===== config.mk =====
export PLATFORM = sky130hd
export DESIGN_NAME = rmpcm_top
export DESIGN_NICKNAME = d
export VERILOG_FILES = /design/src/rmpcm_pkg.sv /design/src/rmpcm_top.sv
export SDC_FILE = /design/constraint.sdc
export NUM_CORES = 1
export LEC_CHECK = 0
export BUFFER_PORTS_ARGS = -buffer_cell sky130_fd_sc_hd__buf_2
export CAP_MARGIN = 5
export CORE_MARGIN = 3
export CORE_UTILIZATION = 53
export DETAILED_ROUTE_END_ITERATION = 6
export PLACE_DENSITY_LB_ADDON = 0.15
export SYNTH_ARGS = -nofsm -noshare
export SYNTH_HDL_FRONTEND = slang
export SYNTH_SLANG_ARGS = --single-unit

===== constraint.sdc =====
create_clock -name pclk -period 4.4 [get_ports pclk]
set_input_delay 0.88 -clock pclk [delete_from_list [all_inputs] [get_ports pclk]]
set_output_delay 0.88 -clock pclk [all_outputs]
set_load 0.005 [all_outputs]

===== src/rmpcm_pkg.sv =====
//
// Function
// - System clock from input or PLL
// - Oscillator 2*ref*M, output osc/(2*D)
// - Reset: PLL off, bypass on, no halving
// - Readable current lock status bit
// - Lock gain and loss set pending flags
// - Auto fallback follows lock loss and regain
// - Each peripheral clock switchable on its own
// - Peripherals held in reset, clock off; exempt
package rmpcm_pkg;

    // ------------------------------------------------------------
    // Register offsets
    // ------------------------------------------------------------
    localparam logic [7:0] OFF_CTRL     = 8'h00;
    localparam logic [7:0] OFF_PLL_CFG  = 8'h04;
    localparam logic [7:0] OFF_STATUS   = 8'h08;
    localparam logic [7:0] OFF_PEND     = 8'h0c;
    localparam logic [7:0] OFF_PCLK     = 8'h10;
    localparam logic [7:0] OFF_PRST     = 8'h14;

    // ------------------------------------------------------------
    // Field positions
    // ------------------------------------------------------------
    localparam int CTRL_PLL_EN      = 0;
    localparam int CTRL_BYPASS      = 1;
    localparam int CTRL_HALVE       = 2;
    localparam int CTRL_AUTO        = 3;
    localparam int CFG_MULT_LSB     = 0;
    localparam int CFG_DIV_LSB      = 8;
    localparam int STAT_LOCK        = 0;
    localparam int STAT_PLL_USED    = 1;
    localparam int STAT_SWITCHING   = 2;
    localparam int PEND_GAINED      = 0;
    localparam int PEND_LOST        = 1;

    // ------------------------------------------------------------
    // Reset values
    // ------------------------------------------------------------
    localparam logic [3:0] CTRL_RESET   = 4'h2;
    localparam logic [5:0] MULT_RESET   = 6'h01;
    localparam logic [3:0] DIV_RESET    = 4'h1;

    // ------------------------------------------------------------
    // Timing
    // ------------------------------------------------------------
    localparam logic [2:0] SWITCH_GAP   = 3'h4;

    // ------------------------------------------------------------
    // Clock switch states
    // ------------------------------------------------------------
    typedef enum logic [1:0] {
        RMPCM_IDLE   = 2'b00,
        RMPCM_GATE   = 2'b01,
        RMPCM_SWITCH = 2'b11,
        RMPCM_UNGATE = 2'b10
    } rmpcm_state_e;

endpackage : rmpcm_pkg


===== src/rmpcm_top.sv =====
// Our own choices: the register offsets and the APB slave port.
`timescale 1ns/1ps
module rmpcm_top
    import rmpcm_pkg::*;
#(
    parameter int          NPERIPH     = 16,
    parameter logic [15:0] EXEMPT_MASK = 16'h0023
)
(
    input  wire logic               pclk,
    input  wire logic               presetn,
    input  wire logic               psel,
    input  wire logic               penable,
    input  wire logic               pwrite,
    input  wire logic [7:0]         paddr,
    input  wire logic [31:0]        pwdata,
    output logic [31:0]             prdata,
    output logic                    pready,
    output logic                    pslverr,
    input  wire logic               pll_lock_pin,
    output logic                    pll_enable,
    output logic                    ref_halving_mux,
    output logic [5:0]              pll_mult,
    output logic [3:0]              pll_div,
    output logic                    sys_clk_from_pll,
    output logic                    sys_clk_enable,
    output logic [NPERIPH-1:0]      periph_clk_en,
    output logic [NPERIPH-1:0]      periph_rst_n
);

    // ------------------------------------------------------------
    // Declarations
    // ------------------------------------------------------------
    logic [3:0]          ctrl_q;
    logic [5:0]          mult_q;
    logic [3:0]          div_q;
    logic [1:0]          pend_q;
    logic [NPERIPH-1:0]  pclk_en_q;
    logic [NPERIPH-1:0]  prst_n_q;
    logic                lk1_q;
    logic                lk2_q;
    logic                lk3_q;
    logic                lock_q;
    logic                lock_prev_q;
    logic                src_pll_q;
    logic                clk_en_q;
    logic [2:0]          gap_q;
    rmpcm_state_e        state_q;
    logic                want_pll;
    logic                acc;
    logic                wr;
    logic                mapped;
    logic [31:0]         rd_d;
    logic                rdy_q;
    logic                err_q;
    logic [31:0]         prdata_q;

    // ------------------------------------------------------------
    // Bus access
    // ------------------------------------------------------------
    assign acc = psel & penable & rdy_q;
    assign wr  = acc & pwrite & ~err_q;

    always_comb
    begin
        mapped = 1'b1;
        rd_d   = 32'h0000_0000;
        unique case (paddr)
            OFF_CTRL:
            begin
                rd_d[3:0] = ctrl_q;
            end
            OFF_PLL_CFG:
            begin
                rd_d[CFG_MULT_LSB +: 6] = mult_q;
                rd_d[CFG_DIV_LSB +: 4]  = div_q;
            end
            OFF_STATUS:
            begin
                rd_d[STAT_LOCK]      = lock_q;
                rd_d[STAT_PLL_USED]  = src_pll_q;
                rd_d[STAT_SWITCHING] = (state_q != RMPCM_IDLE);
            end
            OFF_PEND:
            begin
                rd_d[1:0] = pend_q;
            end
            OFF_PCLK:
            begin
                rd_d[NPERIPH-1:0] = pclk_en_q;
            end
            OFF_PRST:
            begin
                rd_d[NPERIPH-1:0] = prst_n_q;
            end
            default:
            begin
                mapped = 1'b0;
            end
        endcase
    end

    // One wait state, answer registered
    always_ff @(posedge pclk or negedge presetn)
    begin
        if (!presetn)
        begin
            rdy_q    <= 1'b0;
            err_q    <= 1'b0;
            prdata_q <= 32'h0000_0000;
        end
        else
        begin
            rdy_q    <= psel & penable & ~rdy_q;
            err_q    <= psel & penable & ~rdy_q & ~mapped;
            prdata_q <= (psel & penable & ~rdy_q & ~pwrite) ? rd_d
                                                            : 32'h0000_0000;
        end
    end

    // ------------------------------------------------------------
    // Control registers
    // ------------------------------------------------------------
    always_ff @(posedge pclk or negedge presetn)
    begin
        if (!presetn)
        begin
            ctrl_q <= CTRL_RESET;
            mult_q <= MULT_RESET;
            div_q  <= DIV_RESET;
        end
        else if (wr && paddr == OFF_CTRL)
        begin
            ctrl_q <= pwdata[3:0];
        end
        else if (wr && paddr == OFF_PLL_CFG)
        begin
            mult_q <= pwdata[CFG_MULT_LSB +: 6];
            div_q  <= pwdata[CFG_DIV_LSB +: 4];
        end
    end

    // ------------------------------------------------------------
    // Peripheral gating
    // ------------------------------------------------------------
    always_ff @(posedge pclk or negedge presetn)
    begin
        if (!presetn)
        begin
            pclk_en_q <= EXEMPT_MASK[NPERIPH-1:0];
            prst_n_q  <= EXEMPT_MASK[NPERIPH-1:0];
        end
        else
        begin
            if (wr && paddr == OFF_PCLK)
            begin
                pclk_en_q <= pwdata[NPERIPH-1:0];
            end
            if (wr && paddr == OFF_PRST)
            begin
                prst_n_q <= pwdata[NPERIPH-1:0];
            end
        end
    end

    // ------------------------------------------------------------
    // Lock synchroniser and events
    // ------------------------------------------------------------
    always_ff @(posedge pclk or negedge presetn)
    begin
        if (!presetn)
        begin
            lk1_q       <= 1'b0;
            lk2_q       <= 1'b0;
            lk3_q       <= 1'b0;
            lock_q      <= 1'b0;
            lock_prev_q <= 1'b0;
        end
        else
        begin
            lk1_q       <= pll_lock_pin;
            lk2_q       <= lk1_q;
            lk3_q       <= lk2_q;
            lock_q      <= (lk2_q == lk3_q) ? lk3_q : lock_q;
            lock_prev_q <= lock_q;
        end
    end

    // Write one to clear, a new event wins
    always_ff @(posedge pclk or negedge presetn)
    begin
        if (!presetn)
        begin
            pend_q <= 2'b00;
        end
        else
        begin
            pend_q[PEND_GAINED] <= (lock_q & ~lock_prev_q)
                | (pend_q[PEND_GAINED]
                   & ~(wr && paddr == OFF_PEND && pwdata[PEND_GAINED]));
            pend_q[PEND_LOST] <= (~lock_q & lock_prev_q)
                | (pend_q[PEND_LOST]
                   & ~(wr && paddr == OFF_PEND && pwdata[PEND_LOST]));
        end
    end

    // ------------------------------------------------------------
    // Clock source switch
    // ------------------------------------------------------------
    assign want_pll = ctrl_q[CTRL_PLL_EN] & ~ctrl_q[CTRL_BYPASS]
                    & (~ctrl_q[CTRL_AUTO] | lock_q);

    // Gate off, change source, gate on
    always_ff @(posedge pclk or negedge presetn)
    begin
        if (!presetn)
        begin
            state_q   <= RMPCM_IDLE;
            src_pll_q <= 1'b0;
            clk_en_q  <= 1'b1;
            gap_q     <= 3'h0;
        end
        else
        begin
            unique case (state_q)
                RMPCM_IDLE:
                begin
                    if (want_pll != src_pll_q)
                    begin
                        clk_en_q <= 1'b0;
                        gap_q    <= SWITCH_GAP;
                        state_q  <= RMPCM_GATE;
                    end
                end
                RMPCM_GATE:
                begin
                    if (gap_q == 3'h0)
                    begin
                        src_pll_q <= want_pll;
                        gap_q     <= SWITCH_GAP;
                        state_q   <= RMPCM_SWITCH;
                    end
                    else
                    begin
                        gap_q <= gap_q - 3'h1;
                    end
                end
                RMPCM_SWITCH:
                begin
                    if (gap_q == 3'h0)
                    begin
                        clk_en_q <= 1'b1;
                        state_q  <= RMPCM_UNGATE;
                    end
                    else
                    begin
                        gap_q <= gap_q - 3'h1;
                    end
                end
                RMPCM_UNGATE:
                begin
                    state_q <= RMPCM_IDLE;
                end
            endcase
        end
    end

    // ------------------------------------------------------------
    // Outputs
    // ------------------------------------------------------------
    assign prdata           = prdata_q;
    assign pready           = rdy_q;
    assign pslverr          = err_q;
    assign pll_enable       = ctrl_q[CTRL_PLL_EN];
    assign ref_halving_mux  = ctrl_q[CTRL_HALVE];
    assign pll_mult         = mult_q;
    assign pll_div          = div_q;
    assign sys_clk_from_pll = src_pll_q;
    assign sys_clk_enable   = clk_en_q;
    assign periph_clk_en    = pclk_en_q;
    assign periph_rst_n     = prst_n_q;

endmodule : rmpcm_top


---- Word-level counts from Yosys, hierarchy flattened ----
Cells that the tools add are included.
storage, ports and cells
  output and inout bits ................... 80
  register bits ........................... 78
  logic and storage cells ................. 99
cells by class
  reduce and logical (&&, ||, !) cells .... 19
  add/subtract/negate cells ............... 1
  equality and inequality tests ........... 14
  bitwise gates (word level) .............. 27
  multiplexer cells ....................... 20
operators by type and width
  kind                                                 count
  equality test 8 x 4 -> 1 bit, second input constant  2
  equality test 8 x 5 -> 1 bit, second input constant  2
  2-to-1 mux 16 bit                                    1
  AND 1 bit                                            13
  case mux 2 bit (6 select lines)                      1
  case mux 4 bit (3 select lines)                      1
  NOT 1 bit                                            11
  2-to-1 mux 3 bit                                     3
  case mux 3 bit (3 select lines)                      1
  AND reduction 3 bit                                  3
  equality test 8 x 3 -> 1 bit, second input constant  1
  zero test 8 bit                                      1
  inequality test 2 bit, second input constant         4
  case mux 2 bit (4 select lines)                      1
  case mux 4 bit (2 select lines)                      1
  logical AND 1 bit                                    7
  2-to-1 mux 2 bit                                     3
  case mux 2 bit (3 select lines)                      1
  OR reduction 6 bit                                   1
  case mux 1 bit (5 select lines)                      1
  equality test 2 bit, second input constant           2
  case mux 1 bit (4 select lines)                      1
  case mux 2 bit (2 select lines)                      1
  AND reduction 2 bit                                  2
  other kinds (11)                                     16

---- Logic depth before layout (Yosys ltp) ----
Gate-level depths: netlist of the first run.
  word-level depth ........................ 9
  depth in mapped cells ................... 6

---- Worst setup path after synthesis of the first run ----
Ideal clock, no wire load.
  path type ............................... input port to flip-flop
  from .................................... input port paddr[5]
  to ...................................... register pclk_en_q[10], in the netlist periph_clk_en[10]
  library setup time ...................... 125 ps
  path buffers ............................ 1
  arrival ................................. 2316 ps
  setup slack ............................. 1958 ps
  stages .................................. 5
  data required time ...................... 4275 ps
  cells stage by stage .................... or3_4 -> nor4_4 -> nand4_4 -> buf_6 -> mux2_4
between the ends
  cells in the longest elaborated chain, start to end .. 2
RTL lines
  element                       RTL line          RTL
  start, declared               rmpcm_top.sv:15   input wire logic [7:0] paddr,
  equality test 8 x 5 -> 1 bit  rmpcm_top.sv:155  if (wr && paddr == OFF_PCLK)
  logical AND 1 bit             rmpcm_top.sv:155
  end signal, assigned          rmpcm_top.sv:150  pclk_en_q <= EXEMPT_MASK[NPERIPH-1:0];
  end signal, assigned          rmpcm_top.sv:157  pclk_en_q <= pwdata[NPERIPH-1:0];
  end, declared                 rmpcm_top.sv:38   logic [NPERIPH-1:0] pclk_en_q;
Every way passes these cells.
A chain may end at the register's enable or synchronous reset.

---- Worst setup path after layout of the first run ----
  from .................................... input port paddr[5]
  to ...................................... register mult_q[2], in the netlist pll_mult[2]
between the ends
  cells in the longest elaborated chain, start to end .. 4
  elaborated cells on any way between the ends .. 6
RTL lines
  element                                   RTL line          RTL
  zero test 8 bit                           rmpcm_top.sv:132  else if (wr && paddr == OFF_CTRL)
  logical AND 1 bit                         rmpcm_top.sv:132
  NOT 1 bit (no source line)                --
  AND reduction 2 bit (no source line) (*)  --
  end signal, assigned                      rmpcm_top.sv:138  mult_q <= pwdata[CFG_MULT_LSB +: 6];
  end, declared                             rmpcm_top.sv:35   logic [5:0] mult_q;
Mark *: on every way between the ends. The rest lies on a longest branch, timed or not.

==> results of run 1 <==
==> cell usage in the layout, fill, tap and decap left out, drive strengths merged, types with 7 or more instances in the layout <==
cell type / count
a22oi: 7
buf: 93
clkbuf: 11
conb: 16
dfrtp: 68
dfstp: 10
inv: 7
mux2: 57
mux2i: 12
nand2: 8
nor2: 22
nor2b: 7
==> final timing paths <==
kind / startpoint / to / slack, ns / depth (start not counted)
setup / recovery: paddr[5] / pll_mult[2] / 1.83 / 5
hold reg to reg: lk1_q / lk2_q / 0.36 / 0
hold / removal: lk1_q / lk2_q / 0.36 / 0
min in group asynchronous: presetn / prdata[11] / 0.69 / 1
setup reg to reg: pslverr / pll_mult[2] / 2.32 / 4
max in group asynchronous: presetn / pend_q[0] / 3.10 / 1
==> critical path, stage by stage <==
cell,delay [ns]
buf_2,0.10
or3_4,0.41
nor4_4,0.37
and3b_1,0.61
mux2_2,0.41
==> synth_stat cells (2+ instances only) <==
cell       n
nor2_1    22
buf_4     18
nor2b_1    7
nand3_1    2
dfstp_2   10
mux2_2    47
and3b_1    3
clkbuf_1   5
ha_1       2
inv_1      7
a22oi_1    7
mux2i_1   12
o21ai_0    6
nand2_1    8
a221oi_1   2
nor3_1     6
a31o_2     2
mux2_4    10
a21oi_1    2
dfrtp_1   68
==> cells by family (layout without fill, tap and decap cells) <==
logic type / count (synthesis) / after routing
mux: 69 / 69
fa+ha+maj: 3 / 3
flops: 78 / 78
compound gates: 27 / 27
buf+inv: 31 / 116
simple gates: 56 / 56
other cells: 1 / 16
==> state kept, by name (all words and copies together), names as in the netlist <==
signal	flops
lk2_q	1
periph_rst_n	16
pll_div	4
gap_q	3
pll_mult	6
state_q	2
pslverr	1
sys_clk_enable	1
lk3_q	1
pend_q	2
lk1_q	1
lock_prev_q	1
prdata	16
ctrl_q	4
periph_clk_en	16
pready	1
lock_q	1
sys_clk_from_pll	1
==> stage by stage <==
| stage | worst slack, ns | hold slack (ns) | util | power, mW | std cells |
|---|---|---|---|---|---|
| after global placement | 1.47 | 0.334 | 0.621 | 0.914 | 426 |
| after global routing | 1.71 | 0.376 | 0.653 | 1.51 | 442 |
| final | 1.83 | 0.359 | 0.653 | 1.43 | 442 |
| after floorplan | 1.96 | 0.331 | - | 0.872 | 280 |
| after CTS | 1.80 | 0.363 | 0.653 | 1.45 | 442 |
| after detailed placement | 1.47 | 0.344 | 0.621 | 0.918 | 426 |
==> layout make-up <==
type,count,share of cell area
flip-flops and latches,78,0.471
multi-input cells,171,0.339
repair buffers,93,0.112
clock buffers,11,0.0339
well taps,77,0.0231
clock inverters,5,0.0141
inverters,7,0.00630
==> power by group <==
group	total [mW]	internal, mW	switching, mW
sequential	0.758	0.739	0.0197
clock	0.532	0.278	0.254
combinational	0.144	0.0635	0.0804
==> routing by layer <==
layer / routed length, um / global-route usage / part of all wire
met1: 3020 / 0.264 / 0.42
met2: 3410 / 0.307 / 0.48
met3: 617 / 0.0558 / 0.087
met4: 65 / 0.0697 / 0.0091
met5: 0 / 0 / 0
==> results.sh, run 1 <==
export IMPL_post_cts_setup_buffer_count=0
export IMPL_power_density_mw_per_mm2=344
export IMPL_vias=2311
export IMPL_multiInputGateArea_mm2=0.00141
export IMPL_fmax_mhz=388
export IMPL_insertion_delay_ns=0.33
export IMPL_rows=29
export IMPL_antenna_found_initial=0
export IMPL_start_kind="primary input"
export IMPL_cts_sinks=78
export IMPL_htreeDepth=3
export IMPL_yosys_area_top_type_share=0.484
export IMPL_synth_cell_type_count=39
export IMPL_cts_buffer_depth=2
export IMPL_grt_pass1_vias=2266
export IMPL_syn_avg_cell_area_um2=13.3
export IMPL_final_area_mm2=0.00417
export IMPL_worstMarginPinSlew_ns=0.960
export IMPL_post_route_drc_count=0
export IMPL_fin_skew_ns=0.00939
export IMPL_dp_hpwl_um=4920
export IMPL_grt_pass1_wl_um=11400
export IMPL_finalCritPeriodShare=0.585
export IMPL_setup_viol=0
export IMPL_synth_compound_area_share=0.0552
export IMPL_drt_wl_total_um=7120
export IMPL_finalSetupTns_ns=0
export IMPL_synth_xor_area_frac=0
export IMPL_min_path_type="reg -> reg"
export IMPL_tritoncts="done"
export IMPL_die_h_um=87.4
export IMPL_track_usage=0.197
export IMPL_regArea_mm2=0.00196
export IMPL_setup_worst_path_end_class="flip-flop"
export IMPL_start_util=0.550
export IMPL_required_ns=4.61
export IMPL_core_mm2=0.00639
export IMPL_seq_area_frac_synth=0.559
export IMPL_synth_adder_area_share=0.00997
export IMPL_rsz0062_at_grt="false"
export IMPL_ys_warn_count=0
export IMPL_vias_per_cell=5.23
export IMPL_hold_violations=0
export IMPL_synth_top_family_by_area="multiplexers"
export IMPL_cp_arrival_ns=2.79
export IMPL_cts_root_buffer="clkbuf_8"
export IMPL_vdd_ir_drop_max_mv=0.221
export IMPL_cts_buffers=9
export IMPL_die_w_um=87.4
export IMPL_cts_resized=0
export IMPL_worst_path_max_fanout=10
export IMPL_muxShareOfSynthArea=0.228
export IMPL_yosys_area_share_simple=0.0926
export IMPL_fin_crit_ns=2.57
export IMPL_leakage_nw=2.25
export IMPL_gp_congestion=0.775
export IMPL_wl_per_cell_um=16.1
export IMPL_io_buffers=93
export IMPL_grt_max_degree=79
export IMPL_gr_total_overflow=0
export IMPL_synth_area_mm2=0.00351
export IMPL_ys_ff_latch=78
export IMPL_hold_buffers=0
export IMPL_final_antenna_net_count=0
export IMPL_synth_edf_count=0
export IMPL_dieArea_mm2=0.00764
export IMPL_drive_gt1_frac=0.499
export IMPL_netlist_instances=265
export IMPL_syn2layout_area_growth_pct=18.7
export IMPL_outcome="completed"
export IMPL_synth_top_area_cell="dfrtp_1"
export IMPL_post_dp_cell_area_mm2=0.00397
export IMPL_max_cap_viol_count=0
export IMPL_critPathKind="in -> reg"
export IMPL_synthArstFlopShare=1.00
export IMPL_synthTopCellsByArea="dfrtp_1 (48%), mux2_2 (15%), dfstp_2 (7.5%), mux2_4 (4.3%), buf_4 (3.8%)"
export IMPL_slew_violations=0
export IMPL_clkTransAtPathRegs_ns=0.08
export IMPL_drt_first_pass_iters=4
export IMPL_antenna_cells=0
export IMPL_fillCellCount=499
export IMPL_io_pins=126
export IMPL_fin_nets=408
export IMPL_max_slew_margin=0.360
export IMPL_drt_iter0_drc=107
export IMPL_ys_flop_type="dfrtp_1"
(Power assumes the default switching activity.)
==> run 2: changes to the inputs <==
--- a/config.mk
+++ b/config.mk
@@ -8,7 +8,7 @@
 export BUFFER_PORTS_ARGS = -buffer_cell sky130_fd_sc_hd__buf_2
 export CAP_MARGIN = 5
 export CORE_MARGIN = 3
-export CORE_UTILIZATION = 53
+export CORE_UTILIZATION = 50
 export DETAILED_ROUTE_END_ITERATION = 6
 export PLACE_DENSITY_LB_ADDON = 0.15
 export SYNTH_ARGS = -nofsm -noshare
==> constraint.sdc (replaced) <==
create_clock -name pclk -period 2.7 [get_ports pclk]
set_input_delay 0.54 -clock pclk [delete_from_list [all_inputs] [get_ports pclk]]
set_output_delay 0.54 -clock pclk [all_outputs]
set_load 0.005 [all_outputs]
==> run 2 against run 1 <==
Effect of this change:
- combinational power up 65%
- register-to-register slack worse by 1.5 ns
- first-iteration DRC count down 35%
- sequential share of layout area down 0.78 points
- final cell count up 4.8%
- highest routed layer unchanged
- non-clock buffer count up 5
- worst setup slack worse by 1.1 ns
- critical endpoint is now pll_div[3]
- critical path depth up 1
- wire length up 4.8%
==> results.sh, run 2 (synthesis results as in run 1) <==
export IMPL_hold_buffers=0
export IMPL_cts_buffers=9
export IMPL_start_util=0.535
export IMPL_gp_congestion=0.737
export IMPL_timing_rr_end="pll_div[3]"
export IMPL_drt_iter0_drc=70
export IMPL_max_cap_viol_count=0
export IMPL_fillCellCount=533
export IMPL_slew_violations=0
export IMPL_htreeDepth=3
export IMPL_leakage_nw=2.28
export IMPL_post_route_drc_count=0
export IMPL_antenna_cells=0
export IMPL_grt_max_degree=79
export IMPL_worst_path_max_fanout=5
export IMPL_grt_pass1_wl_um=12300
export IMPL_cp_arrival_ns=2.24
export IMPL_fin_util=0.645
export IMPL_power_mw=2.34
export IMPL_io_pins=126
export IMPL_vdd_ir_drop_max_mv=0.321
export IMPL_fin_crit_ns=2.00
export IMPL_outcome="completed"
export IMPL_worstMarginPinSlew_ns=0.964
export IMPL_track_usage=0.192
export IMPL_critPathKind="in -> reg"
export IMPL_drive_gt1_frac=0.505
export IMPL_final_area_mm2=0.00424
export IMPL_fin_skew_ns=0.00802
export IMPL_r2r_start="pslverr"
export IMPL_rows=29
export IMPL_hold_violations=0
export IMPL_finalCritPeriodShare=0.742
export IMPL_syn2layout_area_growth_pct=20.7
export IMPL_die_h_um=89.8
export IMPL_min_delay_start="pll_lock_pin"
export IMPL_wl_per_cell_um=16.1
export IMPL_vias=2392
export IMPL_cts_buffer_depth=2
export IMPL_final_antenna_net_count=0
export IMPL_rsz0062_at_grt="false"
export IMPL_core_mm2=0.00657
export IMPL_finalSetupTns_ns=0
export IMPL_grt_pass1_vias=2431
export IMPL_fin_nets=413
export IMPL_whs_path_depth=1
export IMPL_dieArea_mm2=0.00807
export IMPL_clkTransAtPathRegs_ns=0.08
export IMPL_cts_root_buffer="clkbuf_8"
export IMPL_worst_r2r_cell_count=5
export IMPL_post_cts_setup_buffer_count=0
export IMPL_post_dp_cell_area_mm2=0.00404
export IMPL_antenna_found_initial=0
export IMPL_worst_hold_path_endpoint="lk1_q"
export IMPL_io_buffers=93
export IMPL_final_common_cell="buf_2"
export IMPL_power_density_mw_per_mm2=553
export IMPL_max_slew_margin=0.357
export IMPL_die_w_um=89.8
export IMPL_gr_total_overflow=0
export IMPL_drt_first_pass_iters=4
export IMPL_hold_ws_ns=0.297
export IMPL_setup_viol=0
export IMPL_min_path_type="in -> reg"
export IMPL_cts_resized=0
export IMPL_tritoncts="done"
export IMPL_drt_wl_total_um=7460
export IMPL_fmax_mhz=499
export IMPL_vias_per_cell=5.17
export IMPL_dp_hpwl_um=5340
export IMPL_start_kind="primary input"
export IMPL_insertion_delay_ns=0.34
export IMPL_r2r_slack_ns=0.78
export IMPL_required_ns=2.93
export IMPL_most_common_layout_cells="buf_2 (92), dfrtp_1 (68), mux2_2 (47), nor2_1 (22), conb_1 (16)"
export IMPL_cts_sinks=78
export IMPL_setup_worst_path_end_class="flip-flop"
==> run 2: worst max-delay path, cell delays in order <==
cell and delay (ns):
buf_2 0.11, or3_4 0.42, nor4_4 0.30, and3b_1 0.34
buf_4 0.18, mux2_2 0.34
==> run 2: worst max-delay path by stage <==
stage / cells after the start / start / end / slack, ns
final: 6 / paddr[5] / pll_div[3] / 0.70
after global routing: 6 / paddr[5] / pll_div[3] / 0.63
after CTS: 6 / paddr[5] / pll_div[3] / 0.70
after detailed placement: 6 / paddr[5] / pll_div[3] / 0.32
after global placement: 6 / paddr[5] / pll_div[2] / 0.36
after floorplan: 5 / paddr[5] / periph_clk_en[10] / 0.60
==> run 2: report_power, final <==
| group | internal (mW) | leakage (nW) | switching, mW |
|---|---|---|---|
| Sequential | 1.20 | 1.03 | 0.0309 |
| Clock | 0.453 | 0.0955 | 0.419 |
| Combinational | 0.105 | 1.16 | 0.133 |
| Total | 1.76 | 2.28 | 0.583 |
==> run 2: layer usage <==
metal,global-route usage,part of all wire,up-vias
met5,0,0,-
met4,0.0868,0.018,0
met3,0.0651,0.077,12
met2,0.283,0.46,85
met1,0.259,0.44,1180
li1,-,-,1115
==> run 2: cell type report <==
class / count / area [um2] / share of cell area
repair buffers: 98 / 518 / 0.122
flip-flops and latches: 78 / 1960 / 0.463
clock buffers: 11 / 141 / 0.0334
inverters: 7 / 26.3 / 0.00620
multi-input cells: 171 / 1410 / 0.334
clock inverters: 5 / 58.8 / 0.0139
well taps: 93 / 116 / 0.0274
==> run 2: through the flow <==
| step | setup WS [ns] | std cells |
|---|---|---|
| after detailed placement | 0.318 | 447 |
| final | 0.696 | 463 |
| after CTS | 0.696 | 463 |
| after global routing | 0.634 | 463 |
| after global placement | 0.355 | 447 |
| after floorplan | 0.598 | 280 |
